**src/hdl/tsq_defs.vh**
```
// Register map, field layout and timing constants of the trigger sequencer
`ifndef TSQ_DEFS_VH
`define TSQ_DEFS_VH

`define TSQ_OFF_CTRL      12'h000
`define TSQ_OFF_SDLY      12'h004
`define TSQ_OFF_C0LIM     12'h008
`define TSQ_OFF_RUN       12'h00c
`define TSQ_OFF_STAT      12'h010

`define TSQ_CLKSEL_HI     15
`define TSQ_CLKSEL_LO     13
`define TSQ_DIV_HI        12
`define TSQ_DIV_LO        8
`define TSQ_PWD_HI        7
`define TSQ_PWD_LO        4
`define TSQ_WDT_HI        2
`define TSQ_WDT_LO        0
`define TSQ_CTRL_MASK     16'hfff7

`define TSQ_RUN_ON        0
`define TSQ_RUN_GO        1

`define TSQ_RST_16        16'h0000
`define TSQ_WDT_BASE      10'h004

`define TSQ_RESP_OKAY     2'b00
`define TSQ_RESP_SLVERR   2'b10

`endif

```
**src/hdl/tsq_timing.v**
```verilog
// Trigger sequencer timing and limit registers with AXI4-Lite slave
// How it works
// RULE1: Each trigger pulse lasts pulse-width field plus one sequencer clocks.
// RULE2: Watchdog code 0 disables; codes 1..7 give 8 to 512 clocks.
// RULE3: Step delay register holds extra sequencer clocks per step.
// RULE4: One base clock always added: step delay equals value plus one.
// RULE5: Step delay and counter-0 limit ignore writes while module on and run.
// RULE6: Counter-0 limit gives jump loop count or counter 0 terminal value.
// RULE7: Clock source from 3-bit select, 6 and 7 reserved, divide by N+1.
//
// Added by the designer: the placing of the registers and the AXI4-Lite register port.
`timescale 1ns/1ns
`include "tsq_defs.vh"

module tsq_timing #(
	parameter NSRC = 6
) (
	// Clock and reset
	input  wire            mclk,
	input  wire            resetn,
	// AXI4-Lite write address
	input  wire [11:0]     s_axi_awaddr,
	input  wire            s_axi_awvalid,
	output wire            s_axi_awready,
	// AXI4-Lite write data
	input  wire [31:0]     s_axi_wdata,
	input  wire [3:0]      s_axi_wstrb,
	input  wire            s_axi_wvalid,
	output wire            s_axi_wready,
	// AXI4-Lite write response
	output reg  [1:0]      s_axi_bresp,
	output reg             s_axi_bvalid,
	input  wire            s_axi_bready,
	// AXI4-Lite read address
	input  wire [11:0]     s_axi_araddr,
	input  wire            s_axi_arvalid,
	output wire            s_axi_arready,
	// AXI4-Lite read data
	output reg  [31:0]     s_axi_rdata,
	output reg  [1:0]      s_axi_rresp,
	output reg             s_axi_rvalid,
	input  wire            s_axi_rready,
	// Clock source enables, one per selectable source
	input  wire [NSRC-1:0] src_tick,
	// Step engine handshake
	input  wire            step_start,
	input  wire            wait_start,
	input  wire            wait_done,
	input  wire            trig_req,
	input  wire            c0_load,
	input  wire            c0_inc,
	// Step engine results
	output reg             seq_tick,
	output reg             step_done,
	output reg             wdt_timeout,
	output reg             trig_pulse,
	output reg             c0_at_limit,
	output reg  [15:0]     c0_count
);

////////////////////////////////////////////////////////////////////////
reg  [15:0] ctrl_q;
reg  [15:0] sdly_q;
reg  [15:0] c0lim_q;
reg  [1:0]  run_q;
reg  [11:0] awaddr_q;
reg  [31:0] wdata_q;
reg  [3:0]  wstrb_q;
reg         aw_have_q;
reg         w_have_q;

wire locked = run_q[`TSQ_RUN_ON] & run_q[`TSQ_RUN_GO];

function known;
	input [11:0] a;
	begin
		known = (a == `TSQ_OFF_CTRL) || (a == `TSQ_OFF_SDLY) ||
			(a == `TSQ_OFF_C0LIM) || (a == `TSQ_OFF_RUN) ||
			(a == `TSQ_OFF_STAT);
	end
endfunction

function [15:0] merge16;
	input [15:0] old;
	input [31:0] d;
	input [3:0]  s;
	begin
		merge16 = {s[1] ? d[15:8] : old[15:8], s[0] ? d[7:0] : old[7:0]};
	end
endfunction

assign s_axi_awready = ~aw_have_q & ~s_axi_bvalid;
assign s_axi_wready  = ~w_have_q & ~s_axi_bvalid;
assign s_axi_arready = ~s_axi_rvalid;

wire aw_fire = s_axi_awvalid & s_axi_awready;
wire w_fire  = s_axi_wvalid & s_axi_wready;
wire aw_ok   = aw_have_q | aw_fire;
wire w_ok    = w_have_q | w_fire;
wire [11:0] wa  = aw_have_q ? awaddr_q : s_axi_awaddr;
wire [31:0] wd  = w_have_q ? wdata_q : s_axi_wdata;
wire [3:0]  ws  = w_have_q ? wstrb_q : s_axi_wstrb;
wire do_wr = aw_ok & w_ok;

always @(posedge mclk or negedge resetn) begin
	if (!resetn) begin
		ctrl_q       <= `TSQ_RST_16;
		sdly_q       <= `TSQ_RST_16;
		c0lim_q      <= `TSQ_RST_16;
		run_q        <= 2'b00;
		awaddr_q     <= 12'h000;
		wdata_q      <= 32'h00000000;
		wstrb_q      <= 4'h0;
		aw_have_q    <= 1'b0;
		w_have_q     <= 1'b0;
		s_axi_bvalid <= 1'b0;
		s_axi_bresp  <= `TSQ_RESP_OKAY;
	end else begin
		if (s_axi_bvalid && s_axi_bready)
			s_axi_bvalid <= 1'b0;
		if (do_wr) begin
			aw_have_q    <= 1'b0;
			w_have_q     <= 1'b0;
			s_axi_bvalid <= 1'b1;
			s_axi_bresp  <= known(wa) ? `TSQ_RESP_OKAY : `TSQ_RESP_SLVERR;
			case (wa)
			`TSQ_OFF_CTRL:
				ctrl_q <= merge16(ctrl_q, wd, ws) & `TSQ_CTRL_MASK;
			`TSQ_OFF_SDLY:
				if (!locked) sdly_q <= merge16(sdly_q, wd, ws); // RULE5
			`TSQ_OFF_C0LIM:
				if (!locked) c0lim_q <= merge16(c0lim_q, wd, ws); // RULE5
			`TSQ_OFF_RUN:
				if (ws[0]) run_q <= wd[1:0];
			default: begin
			end
			endcase
		end else begin
			if (aw_fire) begin
				aw_have_q <= 1'b1;
				awaddr_q  <= s_axi_awaddr;
			end
			if (w_fire) begin
				w_have_q <= 1'b1;
				wdata_q  <= s_axi_wdata;
				wstrb_q  <= s_axi_wstrb;
			end
		end
	end
end

////////////////////////////////////////////////////////////////////////
// Sequencer clock as an enable; one mclk per source tick at most
wire [2:0] clk_sel = ctrl_q[`TSQ_CLKSEL_HI:`TSQ_CLKSEL_LO];
wire [4:0] div_val = ctrl_q[`TSQ_DIV_HI:`TSQ_DIV_LO];
wire [3:0] pwd_val = ctrl_q[`TSQ_PWD_HI:`TSQ_PWD_LO];
wire [2:0] wdt_sel = ctrl_q[`TSQ_WDT_HI:`TSQ_WDT_LO];
reg  [4:0] div_q;
wire src_en = (clk_sel < NSRC) ? src_tick[clk_sel] : 1'b0; // RULE7
wire tick   = src_en && (div_q == div_val); // RULE7

always @(posedge mclk or negedge resetn) begin
	if (!resetn) begin
		div_q    <= 5'h00;
		seq_tick <= 1'b0;
	end else begin
		seq_tick <= tick;
		if (tick)
			div_q <= 5'h00;
		else if (src_en)
			div_q <= div_q + 5'h01;
		else if (div_q > div_val)
			div_q <= 5'h00;
	end
end

////////////////////////////////////////////////////////////////////////
reg  [16:0] sd_q;
reg         sd_busy_q;
reg  [3:0]  pw_q;
reg  [9:0]  wd_q;
reg         wd_busy_q;
wire [9:0]  wd_limit = `TSQ_WDT_BASE << wdt_sel; // RULE2

always @(posedge mclk or negedge resetn) begin
	if (!resetn) begin
		sd_q        <= 17'h00000;
		sd_busy_q   <= 1'b0;
		step_done   <= 1'b0;
		pw_q        <= 4'h0;
		trig_pulse  <= 1'b0;
		wd_q        <= 10'h000;
		wd_busy_q   <= 1'b0;
		wdt_timeout <= 1'b0;
		c0_count    <= 16'h0000;
		c0_at_limit <= 1'b0;
	end else begin
		step_done   <= 1'b0;
		wdt_timeout <= 1'b0;
		// Step delay counts value plus one sequencer clocks
		if (step_start && locked) begin
			sd_busy_q <= 1'b1;
			sd_q      <= {1'b0, sdly_q} + 17'h00001; // RULE3 RULE4
		end else if (sd_busy_q && tick) begin
			if (sd_q == 17'h00001) begin
				sd_busy_q <= 1'b0;
				step_done <= 1'b1;
			end
			sd_q <= sd_q - 17'h00001;
		end
		// Pulse held pwd+1 ticks; a new request restarts it
		if (trig_req && tick) begin
			trig_pulse <= 1'b1;
			pw_q       <= pwd_val; // RULE1
		end else if (trig_pulse && tick) begin
			if (pw_q == 4'h0)
				trig_pulse <= 1'b0; // RULE1
			else
				pw_q <= pw_q - 4'h1;
		end
		// Watchdog guards a wait; disabled by code zero
		if (wait_done || wdt_sel == 3'b000 || !locked) begin
			wd_busy_q <= 1'b0;
		end else if (wait_start) begin
			wd_busy_q <= 1'b1;
			wd_q      <= 10'h000;
		end else if (wd_busy_q && tick) begin
			if (wd_q + 10'h001 == wd_limit) begin
				wd_busy_q   <= 1'b0;
				wdt_timeout <= 1'b1; // RULE2
			end
			wd_q <= wd_q + 10'h001;
		end
		// Counter 0 against its limit, also the jump loop count
		if (c0_load)
			c0_count <= 16'h0000;
		else if (c0_inc && tick && !c0_at_limit)
			c0_count <= c0_count + 16'h0001;
		c0_at_limit <= (c0_count == c0lim_q); // RULE6
	end
end

////////////////////////////////////////////////////////////////////////
// Read channel, one cycle latency
always @(posedge mclk or negedge resetn) begin
	if (!resetn) begin
		s_axi_rvalid <= 1'b0;
		s_axi_rdata  <= 32'h00000000;
		s_axi_rresp  <= `TSQ_RESP_OKAY;
	end else if (s_axi_arvalid && s_axi_arready) begin
		s_axi_rvalid <= 1'b1;
		s_axi_rresp  <= known(s_axi_araddr) ? `TSQ_RESP_OKAY :
			`TSQ_RESP_SLVERR;
		case (s_axi_araddr)
		`TSQ_OFF_CTRL:  s_axi_rdata <= {16'h0000, ctrl_q};
		`TSQ_OFF_SDLY:  s_axi_rdata <= {16'h0000, sdly_q};
		`TSQ_OFF_C0LIM: s_axi_rdata <= {16'h0000, c0lim_q};
		`TSQ_OFF_RUN:   s_axi_rdata <= {30'h0, run_q};
		`TSQ_OFF_STAT:  s_axi_rdata <= {12'h000, sd_busy_q, wd_busy_q,
			trig_pulse, c0_at_limit, c0_count};
		default:        s_axi_rdata <= 32'h00000000;
		endcase
	end else if (s_axi_rready) begin
		s_axi_rvalid <= 1'b0;
	end
end

endmodule

```
**config.mk**
```make
export PLATFORM = sky130hd
export DESIGN_NAME = tsq_timing
export DESIGN_NICKNAME = d
export VERILOG_FILES = /design/src/hdl/tsq_timing.v
export VERILOG_INCLUDE_DIRS = /design/src /design/src/hdl
export SDC_FILE = /design/constraint.sdc
export NUM_CORES = 1
export LEC_CHECK = 0
export BUFFER_PORTS_ARGS = -buffer_cell sky130_fd_sc_hd__buf_2
export CAP_MARGIN = 20
export CORE_MARGIN = 2
export CORE_UTILIZATION = 30
export CTS_CLUSTER_DIAMETER = 120
export CTS_CLUSTER_SIZE = 40
export DETAILED_ROUTE_END_ITERATION = 10
export GPL_ROUTABILITY_DRIVEN = 0
export PLACE_DENSITY = 0.56
export SYNTH_ARGS = -nofsm -noshare
export SYNTH_HDL_FRONTEND = slang
export SYNTH_SLANG_ARGS = --single-unit
```
**constraint.sdc**
```tcl
create_clock -name mclk -period 5.88 [get_ports mclk]
set_input_delay 1.176 -clock mclk [delete_from_list [all_inputs] [get_ports mclk]]
set_output_delay 1.176 -clock mclk [all_outputs]
set_load 0.02 [all_outputs]
```
==> reports/metrics.cfg, run 1 <==
[status]
status=finished, final reports clean

[pwr]
sw_frac_of_total_pct=31.3
peakVddDrop_uv=229
p_leak_nw=4.67
seqPwrFrac_pct=44.3
internal_power_mw=2.19
netSwitchingPower_uw=997
powerDensity_nw_per_um2=313
power_frac_comb_pct=20.3
clockPowerShare_pct=35.4

[final_layout]
n_antenna_cell=0
nets=1005
fillCellCount=2882
final_cell_mix=dfrtp_1, buf_2, mux2_2, nand2_1, nor2_1
finish.utilization_pct=35.6
area_growth_syn_to_layout_pct=17.1
final_common_cell=dfrtp_1
drive_gt1_share_pct=28.4

[route]
wl_per_cell_um=16.9
viasPerCell=4.95
initialDrtViolationCount=377
num_vias=6483
dr.pass1.iters=6
drc_errors=0
wl_um=22100
ant_nets=0

[sta]
worst_pin_slew_ns=1.11
rsz0062_at_grt=no
setup_tns_ns=0
fin_crit_sh_pct=54.1
max_freq_mhz=314
finalHoldViolCount=0
maxSlewViolCount=0
fin_crit_ns=3.18
fin_ws_ns=2.70
setup_viol_count_final=0
hold_slack_ns=0.463
skew_ns=0.0130
max-slew-margin-rel_pct=26.2

[worst_setup_path]
crit_path_end_kind=flip-flop
cpLargestDelayFamily=simple AND/OR/NAND/NOR gates
cpPeakStageDelay_ns=0.73
critPathBufInv=1
crit_slowest_cell=nor2_1
worst_ep_arrival_time_ns=3.46
cp.required_ns=6.16
crit_chain=buf_2 > mux4_2 > a22oi_4 > nor2_1 > nand2_1 > or4_1 > xor2_1 > a21oi_1
cp_num_cells=8
crit_fanout=12
worstSetupPathType=input port to flip-flop
ff2ff_path_depth=9
startpoint_type=input port

[clocking]
insertion_delay_ns=0.44
postCtsSetupBuffers=0
cts.repair.resized=0
clk_pin_slew_ns=0.07
cts_hold_buffers=0
cts.path.max_buffers=2
cts_buffers=17
htreeDepth=4
cts_sinks=164
root_buffer=clkbuf_16
tritoncts=yes

[die]
core_area_sq_um=28600
ios=141
dieArea_sq_um=30300
die_h_um=174
die_x_um=174
rows=62
start_util_pct=30.4

[global_route]
antenna_found_initial=0
grt_max_degree=65
grt_pass1_wl_um=36100
grt_pass1_vias=6376
gr-usage-all-layers_pct=15.2
gr-total-overflow=0

[job]
drv_cap=0

[synth]
async_flop_share_pct=100
syn_area_sq_um=8690
ys_warn_count=0
synth_edf_count=0
syn-instance-count=816
ys_seq_elements=164
seq_area_frac_synth_pct=47.2
syn_area_per_cell_sq_um=10.7
ys.flop_type=dfrtp_1
synth.distinct_cells=60

[placed_design]
dp_slack_ns=2.28
io_buffers=108
dp_hpwl_um=16200

[hold_path]
hp-class=flip-flop to flip-flop
hold_path_depth=2

==> worst reg2reg max path, cell delays in order (launching register included) <==
cell and delay (ns):
dfrtp_1 0.44, ha_1 0.30, and3_1 0.16, nand3_1 0.09
buf_4 0.20, nor2_1 0.71, nand2_1 0.33, or4_1 0.49
xor2_1 0.15, a21oi_1 0.08
==> synth_stat cells (6+ instances only) <==
cell      instances  area (sq um)
dfrtp_1         164          4100
mux2_2           97          1090
nand2_1          79           297
nor2_1           61           229
o21ai_0          47           235
xnor2_1          44           385
clkbuf_1         26          97.6
nand3_1          26           130
xor2_1           26           228
a22o_1           19           166
and3_1           16           100
inv_1            16          60.1
a21oi_1          15          75.1
buf_4            15           113
a222oi_1         13           130
nand4_1          13          81.3
nor3_1           13          65.1
ha_1             12           150
nor2b_1           9          56.3
nor4_1            7          43.8
mux2i_1           6          60.1
nand2_2           6          37.5
nor3b_1           6          45.0
o21a_1            6          45.0
==> sequential cells by signal, summed over array words and instances, names as in the netlist, 2 cells and up <==
| register | flops |
|---|---|
| wdata_q | 16 |
| awaddr_q | 12 |
| div_q | 5 |
| sdly_q | 16 |
| run_q | 2 |
| c0_count | 16 |
| c0lim_q | 16 |
| sd_q | 17 |
| wd_q | 10 |
| pw_q | 4 |
| s_axi_rdata | 20 |
| wstrb_q | 2 |
| ctrl_q | 15 |
==> area by class of cell <==
cell class	count	area, sq um	share of cell area [%]
Inverter	16	60.1	0.590
Tap cell	384	480	4.72
Multi-Input combinational cell	600	4340	42.7
Clock buffer	17	425	4.18
Clock inverter	15	166	1.64
Timing Repair Buffer	115	599	5.89
Sequential cell	164	4100	40.3
==> routing by layer <==
| metal | vias to the layer above | wire (um) | track usage, % |
|---|---|---|---|
| met5 | - | 0 | 0 |
| met4 | 0 | 259 | 3.92 |
| met3 | 20 | 889 | 3.13 |
| met2 | 138 | 10100 | 23.7 |
| met1 | 3219 | 10800 | 21.5 |
| li1 | 3106 | - | - |
==> cell families (layout without fill, tap and decap cells) <==
family	after synthesis	in the layout	synth area share, %
compound gates	130	130	10.5
xor+xnor	71	71	7.31
fa+ha+maj	12	12	1.73
buf+inv	65	163	3.53
flops	164	164	47.2
mux	109	109	14.4
other cells	1	14	0.0431
simple gates	264	264	15.2
==> worst paths after layout <==
path / start / end / slack [ns]
max: src_tick[1] / sd_q[3] / 2.70
min: s_axi_rdata[19] / s_axi_rdata[19] / 0.46
max reg2reg: ctrl_q[8] / sd_q[3] / 2.78
min reg2reg: s_axi_rdata[19] / s_axi_rdata[19] / 0.46
max in group asynchronous: resetn / c0lim_q[0] / 3.95
min in group asynchronous: resetn / wd_q[6] / 0.73
==> metrics by stage <==
step / cells / total power, mW / cell area (sq um)
after detailed placement: 1279 / 2.08 / 9590
after global placement: 1279 / 2.06 / 9590
final: 1311 / 3.18 / 10200
after global routing: 1311 / 3.36 / 10200
after floorplan: 829 / 1.86 / 8740
after CTS: 1311 / 3.22 / 10200
==> power groups by stage <==
| stage | Sequential (mW) | Combinational [mW] | Clock, mW |
|---|---|---|---|
| global route | 1.44 | 0.718 | 1.20 |
| finish | 1.41 | 0.645 | 1.13 |
| global placement | 1.43 | 0.638 | 0 |
| floorplan | 1.39 | 0.471 | 0 |
| detailed placement | 1.43 | 0.648 | 0 |
| CTS | 1.41 | 0.651 | 1.16 |
Power figures use the tool's default switching activity.
==> run 2: changes to the inputs <==
==> constraint.sdc (replaced) <==
create_clock -name mclk -period 3.2 [get_ports mclk]
set_input_delay 0.64 -clock mclk [delete_from_list [all_inputs] [get_ports mclk]]
set_output_delay 0.64 -clock mclk [all_outputs]
set_load 0.02 [all_outputs]
==> run 2 against run 1 <==
Against the previous run:
- clock skew increased by 0.00079 ns
- first-iteration DRC count increased by 40%
- critical path depth increased by 1
- global-route usage increased by 0.14 points
- via count increased by 1.0%
- sequential share of layout area decreased by 0.49 points
- sequential power increased by 81%
- utilization increased by 0.44 points
- register-to-register slack got worse by 2.4 ns
- final cell count increased by 0.53%
==> reports/metrics.cfg, run 2 (synthesis gave the netlist of run 1 again) <==
[status]
status=finished, final reports clean

[route]
num_vias=6550  ; +1.0%
initialDrtViolationCount=526  ; +40%
drc_errors=0  ; unchanged
ant_nets=0  ; unchanged
dr.pass1.iters=5  ; -1
wl_um=22600  ; +2.1%
viasPerCell=4.97  ; +0.50%
wl_per_cell_um=17.1  ; +1.6%

[die]
rows=62  ; unchanged
ios=141  ; unchanged
die_x_um=174  ; unchanged
start_util_pct=30.4  ; unchanged
die_h_um=174  ; unchanged
dieArea_sq_um=30300  ; unchanged
core_area_sq_um=28600  ; unchanged

[sta]
fin_crit_sh_pct=88.0
max-slew-margin-rel_pct=33.1  ; +6.9 points
max_freq_mhz=355
maxSlewViolCount=0  ; unchanged
finalHoldViolCount=0  ; unchanged
hold_slack_ns=0.212  ; -0.251 ns
worst_pin_slew_ns=1.00  ; -0.105 ns
rsz0062_at_grt=no
setup_viol_count_final=0  ; unchanged
skew_ns=0.0138  ; +0.000792 ns
setup_tns_ns=0  ; unchanged
fin_ws_ns=0.385  ; -2.31 ns
fin_crit_ns=2.81

[placed_design]
place_inst=1286  ; +0.55%
dp_slack_ns=0.404  ; -1.87 ns
dpl_cell_area_sq_um=9660  ; +0.81%
io_buffers=108  ; unchanged
dp_hpwl_um=16400  ; +1.3%

[final_layout]
seqCellArea_sq_um=4100  ; unchanged
largest_reg_flops=20  ; unchanged
fillCellCount=2889  ; +0.24%
area_growth_syn_to_layout_pct=18.6
nets=1012  ; +0.70%
reg.largest.list=s_axi_rdata (20), sd_q (17)
multiInputGateArea_sq_um=4340  ; unchanged
final_cell_mix=dfrtp_1, buf_2, mux2_2, nand2_1, nor2_1
regMostFlops=s_axi_rdata
final_cells=1318  ; +0.53%
drive_gt1_share_pct=28.9  ; +0.54 points
final_common_cell=dfrtp_1
n_antenna_cell=0  ; unchanged
finish.utilization_pct=36.0  ; +0.44 points
fin_area_sq_um=10300  ; +1.2%

[clocking]
cts_sinks=164  ; unchanged
root_buffer=clkbuf_16
tritoncts=yes
cts_buffers=17  ; unchanged
postCtsSetupBuffers=0  ; unchanged
cts.path.max_buffers=2  ; unchanged
insertion_delay_ns=0.44  ; about the same
cts.repair.resized=0  ; unchanged
clk_pin_slew_ns=0.07  ; about the same
htreeDepth=4  ; unchanged
cts_hold_buffers=0  ; unchanged

[worst_setup_path]
startpoint_type=flip-flop
r2r-start=ctrl_q[9]
crit_path_end_kind=flip-flop
cp.required_ns=3.52  ; -2.64 ns
r2r_end=c0_count[11]
crit_fanout=7  ; -5
worst_ep_arrival_time_ns=3.13  ; -0.33 ns
rrSetupSlack_ns=0.39  ; -2.39 ns
ff2ff_path_depth=9  ; unchanged
worstSetupPathType=flip-flop to flip-flop

[global_route]
grt_pass1_vias=6422  ; +0.72%
gr-total-overflow=0  ; unchanged
antenna_found_initial=0  ; unchanged
grt_pass1_wl_um=36500  ; +1.2%
gr-usage-all-layers_pct=15.3  ; +0.14 points
grt_max_degree=66  ; +1.5%

[pwr]
power.total_mw=6.07  ; +91%
powerDensity_nw_per_um2=589  ; +88%
p_leak_nw=4.73  ; +1.4%
peakVddDrop_uv=384  ; +68%

[job]
drv_cap=0  ; unchanged

[hold_path]
hp-class=input port to asynchronous set/reset pin

run 2: changes by cell type in the layout (fill, tap and decap cells not counted), sizes merged:
cell | previous run | this run
buf | 115 | 122
bufinv | 1 | 4
clkinv | 6 | 3
run 2: per-layer routing:
| layer | vias up | routed length (um) | track usage (%) |
|---|---|---|---|
| met4 | 0 | 185 | 3.40 |
| li1 | 3114 | - | - |
| met2 | 186 | 10400 | 24.0 |
| met1 | 3237 | 11000 | 21.7 |
| met5 | - | 0 | 0 |
| met3 | 13 | 983 | 3.19 |
run 2: worst max-delay path, stage by stage, from the launching register on:
cell and delay [ns]:
dfrtp_1 0.42, inv_1 0.07, ha_1 0.28, and3_1 0.16, nand3_1 0.44, nor4b_4 0.51, and4_1 0.44, nand4_1 0.17
xor2_1 0.16, nor2_1 0.05
run 2: cell type report:
cell class / instances / share of cell area (%)
tap: 384 / 4.66
clock inverter: 15 / 2.09
timing repair buffer: 122 / 6.57
multi-input combinational: 600 / 42.1
clock buffer: 17 / 4.13
inverter: 16 / 0.583
sequential: 164 / 39.8
run 2: how the worst max path moves through the flow:
| stage | cells after the start | slack, ns | endpoint | startpoint |
|---|---|---|---|---|
| final | 9 | 0.39 | c0_count[11] | ctrl_q[9] |
| after global routing | 9 | 0.16 | wd_q[8] | ctrl_q[9] |
| after CTS | 9 | 0.40 | c0_count[11] | ctrl_q[9] |
| after detailed placement | 9 | 0.40 | wd_q[8] | ctrl_q[9] |
| after global placement | 8 | 0.41 | wd_q[5] | src_tick[5] |
| after floorplan | 8 | 0.91 | c0_count[11] | src_tick[5] |
run 2: report_power, final:
| part | internal [mW] | switching [mW] |
|---|---|---|
| sequential | 2.35 | 0.193 |
| clock | 1.33 | 0.935 |
| combinational | 0.571 | 0.688 |
| total | 4.26 | 1.82 |
==> run 3: changes to the inputs <==
--- a/config.mk
+++ b/config.mk
@@ -14,7 +14,6 @@
 export CTS_CLUSTER_SIZE = 40
 export DETAILED_ROUTE_END_ITERATION = 10
 export GPL_ROUTABILITY_DRIVEN = 0
-export PLACE_DENSITY = 0.56
 export SYNTH_ARGS = -nofsm -noshare
 export SYNTH_HDL_FRONTEND = slang
 export SYNTH_SLANG_ARGS = --single-unit
==> run 3 against run 2 <==
Against the previous run:
- total power fell by 3.6%
- fmax fell by 3.4%
- via count rose by 0.46%
- register-to-register slack got worse by 0.099 ns
- worst hold slack got worse by 0.017 ns
- critical path depth fell by 1
- clock skew rose by 0.0039 ns
- sequential share of layout area rose by 0.32 points
- sequential power barely moved
- wire length fell by 0.85%
- combinational power barely moved
- utilization fell by 0.28 points
==> reports/metrics.cfg, run 3 (synthesis gave the netlist of run 1 again) <==
[global_route]
antenna_found_initial=0  ; unchanged
gr-usage-met1_pct=21.3  ; -0.43 points
gr-total-overflow=0  ; unchanged
busiest_layer=met2
grtUsageMet2_pct=24.3  ; +0.33 points
grt_pass1_vias=6440  ; +0.28%
met3_usage_pct=2.78  ; -0.42 points
gr-usage-all-layers_pct=15.2  ; -0.10 points
grt_max_degree=61  ; -7.6%
grt_pass1_wl_um=36300  ; -0.53%

[placed_design]
dpl_cell_area_sq_um=9650  ; -0.16%
io_buffers=108  ; unchanged
dp_hpwl_um=16400  ; -0.48%

[hold_path]
hp-class=input port to asynchronous set/reset pin

[worst_setup_path]
worstSetupPathType=flip-flop to flip-flop
critPathBufInv=0  ; -1
crit_fanout=11  ; +4
crit_chain=ha_1 > and3_1 > nand3_1 > nor3_1 > nand3b_1 > a31oi_1 > o21ai_0 > o21ai_0
startpoint_type=flip-flop
cpMostUsedCell=o21ai_0
crit_path_end_kind=flip-flop
cp.required_ns=3.54  ; +0.02 ns
cpLargestDelayFamily=simple AND/OR/NAND/NOR gates
cpPeakStageDelay_ns=0.55  ; +0.04 ns
crit_slowest_cell=nor3_1
worst_ep_arrival_time_ns=3.25  ; +0.12 ns

[die]
ios=141  ; unchanged
die_h_um=174  ; unchanged
die_x_um=174  ; unchanged
start_util_pct=30.4  ; unchanged
core_area_sq_um=28600  ; unchanged
dieArea_sq_um=30300  ; unchanged
rows=62  ; unchanged

[final_layout]
final_cell_mix=dfrtp_1, buf_2, mux2_2, nand2_1, nor2_1
reg.largest.list=s_axi_rdata (20), sd_q (17)
regMostFlops=s_axi_rdata
final_common_cell=dfrtp_1
largest_reg_flops=20  ; unchanged
seqCellArea_sq_um=4100  ; unchanged
n_antenna_cell=0  ; unchanged
fillCellCount=2839  ; -1.7%
drive_gt1_share_pct=28.5  ; -0.41 points
fin_area_sq_um=10200  ; -0.79%
multiInputGateArea_sq_um=4340  ; unchanged
nets=1010  ; -0.20%
area_growth_syn_to_layout_pct=17.6
finish.utilization_pct=35.7  ; -0.28 points

[clocking]
clk_pin_slew_ns=0.07  ; about the same
cts_sinks=164  ; unchanged
cts_hold_buffers=0  ; unchanged
insertion_delay_ns=0.43  ; about the same
cts.repair.resized=0  ; unchanged
cts_buffers=17  ; unchanged
cts.path.max_buffers=2  ; unchanged
postCtsSetupBuffers=0  ; unchanged
htreeDepth=4  ; unchanged
tritoncts=yes
root_buffer=clkbuf_16

[route]
dr.pass1.iters=9  ; +4
initialDrtViolationCount=461  ; -12%
wl_um=22400  ; -0.85%
wl_per_cell_um=17.0  ; -0.55%
drc_errors=0  ; unchanged
num_vias=6580  ; +0.46%
ant_nets=0  ; unchanged
viasPerCell=5.01  ; +0.76%

[sta]
fin_crit_sh_pct=91.1  ; +3.1 points
setup_viol_count_final=0  ; unchanged
worst_pin_slew_ns=0.770  ; -0.231 ns
finalHoldViolCount=0  ; unchanged
rsz0062_at_grt=no
maxSlewViolCount=0  ; unchanged
max-slew-margin-rel_pct=48.5  ; +15 points
fin_crit_ns=2.91  ; +0.0992 ns
hold_slack_ns=0.195  ; -0.0166 ns
skew_ns=0.0177  ; +0.00386 ns
max_freq_mhz=343  ; -3.4%
setup_tns_ns=0  ; unchanged

[pwr]
powerDensity_nw_per_um2=572  ; -2.9%
p_leak_nw=4.69  ; -1.0%
peakVddDrop_uv=424  ; +10%

[job]
drv_cap=0  ; unchanged

[status]
status=finished, final reports clean

==> run 3: worst paths after layout <==
check / startpoint / endpoint / slack [ns] / cells after the start
worst max-delay path: div_q[3] / wd_q[8] / 0.29 / 8
worst min-delay path: resetn / awaddr_q[11] / 0.20 / 1
worst max register to register: div_q[3] / wd_q[8] / 0.29 / 8
worst min register to register: s_axi_rdata[19] / s_axi_rdata[19] / 0.47 / 2
max in group asynchronous: resetn / s_axi_rdata[10] / 2.25 / 2
min in group mclk: s_axi_rready / s_axi_rvalid / 0.37 / 2
==> run 3: where the power goes <==
part	switching, mW	internal [mW]	leakage [nW]
Combinational	0.693	0.562	2.22
Clock	0.897	1.16	0.280
Sequential	0.187	2.35	2.19
==> run 3: routing by layer <==
layer / vias up / part of all wire, %
met1: 3267 / 48
li1: 3117 / -
met4: 0 / 1.0
met3: 18 / 4.2
met5: - / 0
met2: 178 / 47
==> run 3: layout make-up <==
| cell class | instances | share of cell area, % |
|---|---|---|
| multi-input combinational | 600 | 42.5 |
| sequential | 164 | 40.1 |
| timing repair buffer | 120 | 6.47 |
| tap | 384 | 4.70 |
| clock buffer | 18 | 4.20 |
| clock inverter | 12 | 1.42 |
| inverter | 16 | 0.588 |
==> run 3: through the flow <==
step | total power, mW | setup WS, ns | instances
3_5_place_dp | 3.84 | 0.336 | 1284
5_1_grt | 6.16 | 0.0183 | 1314
3_3_place_gp | 3.81 | 0.410 | 1284
4_1_cts | 5.91 | 0.312 | 1314
6_report | 5.85 | 0.286 | 1314
2_1_floorplan | 3.42 | 0.906 | 829
